### src/pkg/biphase_rx_pkg.sv
`default_nettype none
package biphase_rx_pkg;

  // Bus geometry and error code placement
  localparam int BUS_W          = 10;
  localparam int ERR_W          = 7;
  localparam int ERR_LSB        = 2;
  localparam int ERR_OVERFLOW   = 2;
  localparam int ERR_PARITY     = 3;
  localparam int ERR_XMIT_CHECK = 4;
  localparam int ERR_BAD_ENDING = 5;
  localparam int ERR_LOST_MID   = 6;
  localparam int ERR_EARLY      = 7;
  localparam int ERR_DISABLED   = 8;

  // Receiver clock period; T in the latency figures is this period
  localparam int CLK_PERIOD_NS  = 10;

  // Start latency: 3.5 T plus a fixed 70 ns, least time so rounded up
  localparam int ON_T_X10       = 35;
  localparam int ON_FIXED_NS    = 70;
  localparam int ON_DELAY_NS    = ON_T_X10 * CLK_PERIOD_NS / 10 + ON_FIXED_NS;
  localparam int ON_CYCLES      = (ON_DELAY_NS + CLK_PERIOD_NS - 1) / CLK_PERIOD_NS;

  // First byte available: 92 T after receive-active rises
  localparam int GATE_T         = 92;
  localparam int GATE_NS        = GATE_T * CLK_PERIOD_NS;
  localparam int GATE_CYCLES    = (GATE_NS + CLK_PERIOD_NS - 1) / CLK_PERIOD_NS;

  // End latency: 11.5 T plus a fixed 50 ns
  localparam int OFF_T_X10      = 115;
  localparam int OFF_FIXED_NS   = 50;
  localparam int OFF_DELAY_NS   = OFF_T_X10 * CLK_PERIOD_NS / 10 + OFF_FIXED_NS;
  localparam int OFF_CYCLES     = (OFF_DELAY_NS + CLK_PERIOD_NS - 1) / CLK_PERIOD_NS;

  localparam int TIMER_W        = 8;

  typedef enum logic [1:0] {PH_IDLE, PH_STARTING, PH_ACTIVE, PH_ENDING} phase_e;

  // Error code, most significant field lands on bus bit 8
  typedef struct packed {
    logic err_disabled_active_bit;
    logic err_early_start_bit;
    logic err_lost_midbit_bit;
    logic err_bad_ending_bit;
    logic err_transmit_check_bit;
    logic err_parity_bit;
    logic err_overflow_bit;
  } err_code_s;

  // One-cycle event pulses from the demodulator
  typedef struct packed {
    logic start_seen;
    logic end_seen;
    logic parity_err;
    logic bad_ending;
    logic lost_midbit;
  } line_events_s;

  typedef struct packed {
    logic               busy;
    logic [TIMER_W-1:0] count;
  } timer_s;

  typedef struct packed {
    phase_e             phase;
    logic               err_flag;
    err_code_s          code;
    logic               hold_full;
    logic               shift_full;
    logic               move_pend;
    logic               gate_open;
    logic               read_n_prev;
    logic [BUS_W-1:0]   hold_data;
    logic [BUS_W-1:0]   shift_data;
    logic [BUS_W-1:0]   bus_q;
  } rx_state_s;

endpackage
`default_nettype wire

### src/rtl/biphase_rx_output_error_mux.sv
//
// Contract
// - Select low shows error code on outputs; select high shows data byte.
// - Outputs float while output enable is low, driven while high.
// - Bus is ten bits; seven positions carry error bits in code mode.
// - Bit 2 flags overflow: new byte with holding and shift both full.
// - Bit 3 flags odd parity over received data and sync bits.
// - Bit 4 is set whenever bit 3, 5 or 6 is set.
// - Bit 5 flags an invalid ending sequence.
// - Bit 6 flags a lost mid-bit transition outside the ending sequence.
// - Bit 7 flags a new start while holding register is unread.
// - Bit 8 flags line disabled while a message is being received.
// - Receive-active rises 3.5 clock periods plus 70 ns after start.
// - First byte-available rises 92 clock periods after receive-active rises.
// - Receive-active falls 11.5 clock periods plus 50 ns after ending edge.
// - Error flag clears on error-code read or on the next start.
// - Any error raises error flag and drops receive-active and byte-available.
// - Held data stays while read low; on release, waiting byte moves up.
`timescale 1ns/10ps
`default_nettype none
module biphase_rx_output_error_mux #(
  parameter int BUS_W       = biphase_rx_pkg::BUS_W,
  parameter int ON_CYCLES   = biphase_rx_pkg::ON_CYCLES,
  parameter int GATE_CYCLES = biphase_rx_pkg::GATE_CYCLES,
  parameter int OFF_CYCLES  = biphase_rx_pkg::OFF_CYCLES
) (
  input  wire logic                         ref_clk,
  input  wire logic                         reset_n,
  input  wire biphase_rx_pkg::line_events_s line_ev,
  input  wire logic                         byte_valid,
  input  wire logic [BUS_W-1:0]             byte_in,
  input  wire logic                         rx_disable,
  input  wire logic                         out_sel,
  input  wire logic                         out_en,
  input  wire logic                         reg_read_n,
  output logic                              rx_active,
  output logic                              rx_error,
  output logic                              byte_avail,
  output logic [BUS_W-1:0]                  data_out,
  output logic [BUS_W-1:0]                  data_oe
);

  biphase_rx_pkg::rx_state_s s;
  biphase_rx_pkg::rx_state_s next_s;
  biphase_rx_pkg::err_code_s err_new;

  logic in_msg;
  logic start_ok;
  logic start_go;
  logic off_go;
  logic read_rise;
  logic err_read;
  logic data_read;
  logic overflow;
  logic any_err;
  logic on_done;
  logic gate_done;
  logic off_done;

  // Strobe decode; the release edge of the read strobe completes a read
  assign in_msg    = (s.phase != biphase_rx_pkg::PH_IDLE);
  assign start_ok  = line_ev.start_seen && !rx_disable;
  assign read_rise = !s.read_n_prev && reg_read_n;
  assign err_read  = read_rise && !out_sel;
  assign data_read = read_rise && out_sel;
  assign overflow  = (s.phase == biphase_rx_pkg::PH_ACTIVE) && byte_valid
                     && s.hold_full && s.shift_full;

  // Error causes found this cycle
  always_comb begin
    err_new = '0;
    err_new.err_overflow_bit        = overflow;
    err_new.err_parity_bit          = in_msg && line_ev.parity_err;
    err_new.err_bad_ending_bit      = in_msg && line_ev.bad_ending;
    err_new.err_lost_midbit_bit     = in_msg && line_ev.lost_midbit;
    err_new.err_early_start_bit     = start_ok && s.hold_full;
    err_new.err_disabled_active_bit = in_msg && rx_disable;
    err_new.err_transmit_check_bit  = err_new.err_parity_bit
                                      || err_new.err_bad_ending_bit
                                      || err_new.err_lost_midbit_bit;
  end

  assign any_err  = |err_new;
  assign start_go = start_ok && !in_msg && !any_err;
  assign off_go   = (s.phase == biphase_rx_pkg::PH_ACTIVE) && line_ev.end_seen && !any_err;

  // Start latency timer
  delay_timer #(.COUNT(ON_CYCLES)) on_timer (
    .ref_clk (ref_clk),
    .reset_n (reset_n),
    .start   (start_go),
    .abort   (any_err),
    .done    (on_done)
  );

  // Holds back the first byte-available after receive-active rises
  delay_timer #(.COUNT(GATE_CYCLES)) gate_timer (
    .ref_clk (ref_clk),
    .reset_n (reset_n),
    .start   (on_done),
    .abort   (any_err || start_go),
    .done    (gate_done)
  );

  // End latency timer
  delay_timer #(.COUNT(OFF_CYCLES)) off_timer (
    .ref_clk (ref_clk),
    .reset_n (reset_n),
    .start   (off_go),
    .abort   (any_err),
    .done    (off_done)
  );

  // Next state; clears are applied before sets so a same-cycle event is kept
  always_comb begin
    next_s             = s;
    next_s.read_n_prev = reg_read_n;

    // Data read done: hold frees, a waiting byte moves up one cycle later
    if (data_read) begin
      next_s.hold_full = 1'b0;
      next_s.move_pend = s.shift_full;
    end
    if (s.move_pend) begin
      next_s.hold_data  = s.shift_data;
      next_s.hold_full  = 1'b1;
      next_s.shift_full = 1'b0;
      next_s.move_pend  = 1'b0;
    end

    // New byte from the shift path; overflow is handled as an error
    if (byte_valid && (s.phase == biphase_rx_pkg::PH_ACTIVE) && !overflow) begin
      if (next_s.hold_full || next_s.move_pend) begin
        next_s.shift_data = byte_in;
        next_s.shift_full = 1'b1;
      end else begin
        next_s.hold_data = byte_in;
        next_s.hold_full = 1'b1;
      end
    end

    // Message phase sequencing
    unique case (s.phase)
      biphase_rx_pkg::PH_IDLE: begin
        if (start_go) begin
          next_s.phase      = biphase_rx_pkg::PH_STARTING;
          next_s.gate_open  = 1'b0;
          next_s.shift_full = 1'b0;
        end
      end
      biphase_rx_pkg::PH_STARTING: begin
        if (on_done) begin
          next_s.phase = biphase_rx_pkg::PH_ACTIVE;
        end
      end
      biphase_rx_pkg::PH_ACTIVE: begin
        if (off_go) begin
          next_s.phase = biphase_rx_pkg::PH_ENDING;
        end
      end
      biphase_rx_pkg::PH_ENDING: begin
        if (off_done) begin
          next_s.phase = biphase_rx_pkg::PH_IDLE;
        end
      end
    endcase

    if (gate_done) begin
      next_s.gate_open = 1'b1;
    end

    // Error read or a fresh start clears the flag and its code
    if (err_read || start_ok) begin
      next_s.err_flag = 1'b0;
      next_s.code     = '0;
    end

    // Any error ends the message at once; set wins over the clear above
    if (any_err) begin
      next_s.err_flag   = 1'b1;
      next_s.code       = next_s.code | err_new;
      next_s.phase      = biphase_rx_pkg::PH_IDLE;
      next_s.hold_full  = 1'b0;
      next_s.shift_full = 1'b0;
      next_s.move_pend  = 1'b0;
    end

    // Registered bus word; unused positions forced low in code mode
    if (out_sel) begin
      next_s.bus_q = s.hold_data;
    end else begin
      next_s.bus_q = {1'b0, s.code, 2'b00};
    end
  end

  always_ff @(posedge ref_clk) begin
    if (!reset_n) begin
      s             <= '0;
      s.phase       <= biphase_rx_pkg::PH_IDLE;
      s.read_n_prev <= 1'b1;
    end else begin
      s <= next_s;
    end
  end

  // Outputs; enable is combinational so the bus floats without a cycle lag
  assign rx_active  = (s.phase == biphase_rx_pkg::PH_ACTIVE)
                      || (s.phase == biphase_rx_pkg::PH_ENDING);
  assign rx_error   = s.err_flag;
  assign byte_avail = s.hold_full && s.gate_open;
  assign data_out   = s.bus_q;
  assign data_oe    = {BUS_W{out_en}};

  // Cycles since receive-active rose, saturating, for checking only
  logic [7:0] act_age;
  always_ff @(posedge ref_clk) begin
    if (!reset_n || !rx_active) begin
      act_age <= 8'h00;
    end else if (act_age != 8'hff) begin
      act_age <= act_age + 8'h01;
    end
  end

  localparam int GATE_A = GATE_CYCLES;
endmodule // biphase_rx_output_error_mux
`default_nettype wire

### src/rtl/delay_timer.sv
`timescale 1ns/10ps
`default_nettype none
module delay_timer #(
  parameter int COUNT = 2
) (
  input  wire logic ref_clk,
  input  wire logic reset_n,
  input  wire logic start,
  input  wire logic abort,
  output logic      done
);

  biphase_rx_pkg::timer_s s;
  biphase_rx_pkg::timer_s next_s;

  // Load COUNT so the consumer acts on the edge exactly COUNT cycles after start
  always_comb begin
    next_s = s;
    if (abort) begin
      next_s.busy = 1'b0;
    end else if (start) begin
      next_s.busy  = 1'b1;
      next_s.count = biphase_rx_pkg::TIMER_W'(COUNT);
    end else if (s.busy) begin
      if (s.count == biphase_rx_pkg::TIMER_W'(1)) begin
        next_s.busy = 1'b0;
      end
      next_s.count = s.count - biphase_rx_pkg::TIMER_W'(1);
    end
  end

  always_ff @(posedge ref_clk) begin
    if (!reset_n) begin
      s <= '0;
    end else begin
      s <= next_s;
    end
  end

  assign done = s.busy && (s.count == biphase_rx_pkg::TIMER_W'(1)) && !abort;

endmodule // delay_timer
`default_nettype wire

### config.mk
export PLATFORM = sky130hd
export DESIGN_NAME = biphase_rx_output_error_mux
export DESIGN_NICKNAME = d
export VERILOG_FILES = /design/src/pkg/biphase_rx_pkg.sv /design/src/rtl/biphase_rx_output_error_mux.sv /design/src/rtl/delay_timer.sv
export SDC_FILE = /design/constraint.sdc
export NUM_CORES = 1
export LEC_CHECK = 0
export BUFFER_PORTS_ARGS = -buffer_cell sky130_fd_sc_hd__buf_2
export CAP_MARGIN = 40
export CELL_PAD_IN_SITES_DETAIL_PLACEMENT = 0
export CELL_PAD_IN_SITES_GLOBAL_PLACEMENT = 1
export CORE_UTILIZATION = 44
export DETAILED_ROUTE_END_ITERATION = 12
export PLACE_DENSITY = 0.78
export SETUP_SLACK_MARGIN = 0.05
export SLEW_MARGIN = 5
export SYNTH_ARGS = -nofsm -noshare
export SYNTH_HDL_FRONTEND = slang
export SYNTH_HIERARCHICAL = 1
export SYNTH_SLANG_ARGS = --single-unit
### constraint.sdc
create_clock -name ref_clk -period 3.45 [get_ports ref_clk]
set_input_delay 0.1725 -clock ref_clk [delete_from_list [all_inputs] [get_ports ref_clk]]
set_output_delay 0.1725 -clock ref_clk [all_outputs]
set_load 0.03 [all_outputs]
## Word level (Yosys, flattened, before mapping)

Cells that the tools add are included.
Widths: inputs -> output; s select.

| word-level totals | value |
|---|---|
| input port bits | 22 |
| register bits after elaboration | 72 |
| memories | 0 |
| bits in latches | 0 |
| output and inout bits | 23 |
| bits in writable memories | 0 |
| bits in read-only memories | 0 |

| operators by class | value |
|---|---|
| divide/modulo/power cells | 0 |
| multiply operators | 0 |
| shift operators | 0 |
| reductions and logical operators | 55 |
| add/subtract/negate cells | 3 |
| bitwise gates (word level) | 4 |
| eq/ne operators | 10 |
| muxes and demuxes | 32 |
| magnitude comparators | 0 |

Operator list:

| cell | count |
|---|---|
| $mux 9 | 7 |
| $mux 10 | 3 |
| $eq 8x1->1 const B | 3 |
| $logic_and 1x1->1 | 24 |
| $sub 8x1->8 const B | 3 |
| $mux 20 | 1 |
| $reduce_bool 2->1 | 7 |
| $mux 1 | 12 |
| $reduce_and 2->1 | 6 |
| $mux 11 | 1 |
| $mux 2 | 5 |
| $mux 8 | 1 |
| $pmux 2 s4 | 1 |
| $reduce_or 8->1 | 1 |
| $logic_not 1->1 | 7 |
| $or 7x7->7 | 1 |
| $reduce_or 7->1 | 1 |
| $logic_or 1x1->1 | 6 |
| $ne 2x2->1 const B | 3 |
| $eq 2x2->1 const B | 2 |
| $reduce_and 4->1 | 1 |
| $mux 3 | 1 |
| $not 1->1 | 3 |
| $eq 2x1->1 const B | 1 |
| 3 further kinds | 3 |

## Depth between registers and ports, before layout

| logic depth | value |
|---|---|
| depth in word-level cells | 12 |
| depth in mapped cells | 11 |
| mapped depth without buffers | 11 |

## Hierarchy

The synthesis kept the hierarchy.

Modules (own cells, without submodules):

| module | area an instance (sq um) | cells an instance | times used |
|---|---|---|---|
| biphase_rx_output_error_mux | 2079.5 | 228 | 1 |
| delay_timer at on_timer | 498.0 | 57 | 1 |
| delay_timer at off_timer | 493.0 | 57 | 1 |
| delay_timer at gate_timer | 489.2 | 56 | 1 |

## Worst setup path before layout

No wires, ideal clock.

| path | value |
|---|---|
| kind | register to register |
| from | register s[43] (netlist name) |
| to | register s[44] (netlist name) |
| data arrival time | 2.483 ns |
| slack | 0.908 ns |
| clock period less this slack | 2.542 ns |
| setup time | 0.059 ns |
| cell stages (with the launch flop) | 12 |
| cells stage by stage | dfxtp_1 inv_1 ha_1 and4_1 a221oi_4 inv_2 nand2b_1 nor2_1 nand2b_1 o2111ai_1 or4_1 nand2_1 |

==> flow_summary_export.csv <==
group,metric,value,unit
worst_setup_path,cp_num_buf_inv,2,
layout,num_antenna_cells,0,
grt,grt_pass1_vias,2667,
synth,synth_top_family_by_area,"simple AND/OR/NAND/NOR gates",
synth,synthSimpleGateAreaFrac,22.7,%
synth,async_flop_share,0,%
floorplanning,coreArea,7770,µm²
drt,antenna_left,0,
layout,drive_gt1_share,16.3,%
synth,synthAdderAreaFrac,3.87,%
layout,fin_util,50.0,%
hold_path,min_path_cells,2,
sta,tightest_slew,780,ps
layout,finalNetCount,445,
synth,synth_area_per_cell,8.94,µm²
synth,syn_area,3560,µm²
hold_path,whs_endpoint,"s[30]",
floorplanning,die_y,91.9,µm
synth,syn-instance-count,398,
worst_setup_path,path_delay_family,"simple AND/OR/NAND/NOR gates",
floorplanning,num_rows,32,
clock_network,cts_buffers,9,
clock_network,clk_latency,340,ps
worst_setup_path,path_cells,"inv_1, ha_1, and4_1, a221oi_4, inv_2, nand2b_1, nor2_1, nand2b_1, o2111ai_1, or4_1, nand2_1",
worst_setup_path,crit_required,3740,ps
drt,vias,2829,
clock_network,cts-root-buf,"clkbuf_8",
synth,ys_seq_area_share,40.5,%
drt,drc,0,
placement,place.gp.congestion,0.787,
floorplanning,dieArea,8450,µm²
sta,finalClockSkew,9.48,ps
drt,drtIter0Drc,126,
worst_setup_path,worst_path_largest_cell_delay,420,ps
power_and_ir_drop,powerDensity,613,nW/µm²
clock_network,cts_tree,"built",
worst_setup_path,reg2regPathDepth,11,
worst_setup_path,cp.arrival,3340,ps
drt,wl_per_cell,14.4,µm
clock_network,clockBufferDepth,2,
synth,synth_commonest_cells,"dfxtp_1 (72), nor2_1 (41), nand2_1 (36), mux2i_1 (29)",
worst_setup_path,endpoint_kind,"register",
clock_network,cts-hold-fix-buffers,0,
clock_network,cts.repair.resized,0,
synth,synth_compound_area_share,16.5,%
clock_network,cts.sinks,72,
synth,yosysTopAreaCellShare,40.5,%
layout,syn2layout_area_growth,9.07,%
synth,synth_edf_count,0,
worst_setup_path,start_kind,"register",
synth,synth.most_common_cell,"dfxtp_1",
drt,wirelength,7450,µm
floorplanning,start_util,45.8,%
sta,timing.fmax,328,MHz
worst_setup_path,timing.rr.start,"s[43]",
power_and_ir_drop,power,2.38,mW
clock_network,htree_levels,3,
hold_path,hold_class,"primary input to register",
power_and_ir_drop,power_leakage,1.54,nW
synth,ys_top_cells_by_area,"dfxtp_1 (40%), mux2i_1 (8.2%), buf_4 (4.4%)",
sta,period_minus_slack,3050,ps
synth,synth-seq-cells,72,
sta,setup-tns-final,0,ps
synth,syn-num-nets,431,
worst_setup_path,path_common_cell,"nand2b_1",
power_and_ir_drop,ir_worst_vdd,0.292,mV
synth,synth_mux_area_share,8.15,%
placement,place_inst,503,
sta,finalHoldViolations,0,
outcome,outcome,"complete, no violations",
worst_setup_path,crit_slowest_cell,"or4_1",
grt,track_usage,19.0,%
worst_setup_path,rrSetupSlack,400,ps
floorplanning,io_pins,45,
sta,slew_headroom,48.0,%
worst_setup_path,cp_max_fo,15,
grt,grt_pass1_wl,12800,µm
synth,ys_warn_count,6,
synth,synth.distinct_cells,59,
layout,final-instance-count-excl-fill,519,
layout,fillCellCount,757,
clock_network,postCtsSetupRepairBufs,0,
sta,finalSetupViolations,0,
synth,ys.flop_type,"dfxtp_1",
grt,grt_max_degree,42,
drt,first_pass_iters,4,
synth,synth_top_area_cell,"dfxtp_1",
placement,hpwl,5230,µm
job,cap_violations,0,
clock_network,cts.reportedPaths.clkPinSlew,80,ps
sta,rsz0062_at_grt,"no",
drt,via_per_inst,5.45,
synth,synth_xor_area_share,0,%
grt,antenna_found_initial,0,
placement,port_buffers,33,
worst_setup_path,cp_num_cells,11,
grt,overflow,0,
worst_setup_path,critPathKind,"register to register",
floorplanning,dieWidth,91.9,µm
worst_setup_path,r2r_end,"s[44]",
sta,slew_violations,0,
hold_path,min_from,"reg_read_n",
sta,min_period_over_period,88.3,%
-- worst max-delay path by stage --
stage                from    end  slack (ps)
CTS                 s[43]  s[44]         400
finish              s[43]  s[44]         400
global placement    s[43]  s[44]         630
detailed placement  s[43]  s[44]         430
global route        s[43]  s[43]         140
floorplan           s[43]  s[44]         910
-- worst reg2reg max path: stages (launching register included) --
cell and delay, ps:
dfxtp_1 380, inv_1 110, ha_1 290, and4_1 270, a221oi_4 360, inv_2 190
nand2b_1 220, nor2_1 320, nand2b_1 190, o2111ai_1 170, or4_1 420, nand2_1 70
-- routing by layer --
layer  routed length, µm  share of wire [%]  track usage [%]
met2                3250                 44             29.0
met5                   0                  0                0
met1                3860                 52             26.0
met3                 266                3.6             4.56
met4                  77                1.0             7.29
-- placed cells by master, fill, tap and decap left out, drive strengths merged, types with 9 or more instances in the layout --
master	instances
a211oi	13
a21oi	17
buf	37
clkbuf	9
dfxtp	72
ha	11
inv	24
mux2i	29
nand2	36
nor2	41
-- cell type report --
cell class                 count  area (µm²)  area share (%)
multi-input combinational    269        1830            47.1
clock inverter                 7        77.6            2.00
tap                          102         128            3.29
inverter                      23        86.3            2.22
sequential                    72        1440            37.1
clock buffer                   9         124            3.19
timing repair buffer          37         195            5.03
-- report_power, final --
group	internal, mW	switching (mW)	total [mW]	leakage [nW]
Sequential	0.930	0.0971	1.03	0.583
Clock	0.340	0.340	0.680	0.100
Combinational	0.282	0.390	0.673	0.855
-- through the flow --
stage / area [µm²] / hold WS, ps / setup slack [ps]
final: 3880 / 73.5 / 402
after CTS: 3880 / 61.8 / 400
after floorplan: 3560 / 274 / 908
after global placement: 3680 / 347 / 628
after detailed placement: 3680 / 347 / 431
after global routing: 3880 / 52.2 / 145
-- kinds of logic after synthesis --
logic type	count (synthesis)
fa+ha+maj	11
mux	29
simple gates	151
buf+inv	57
compound gates	78
flops	72
-- registers in the layout (all words and copies together), names as in the netlist --
register and flops:
off_timer/s 9, rx_error 1, gate_timer/s 9, on_timer/s 9, s 34, data_out 10
No activity file was read; power rests on OpenSTA's default activity.
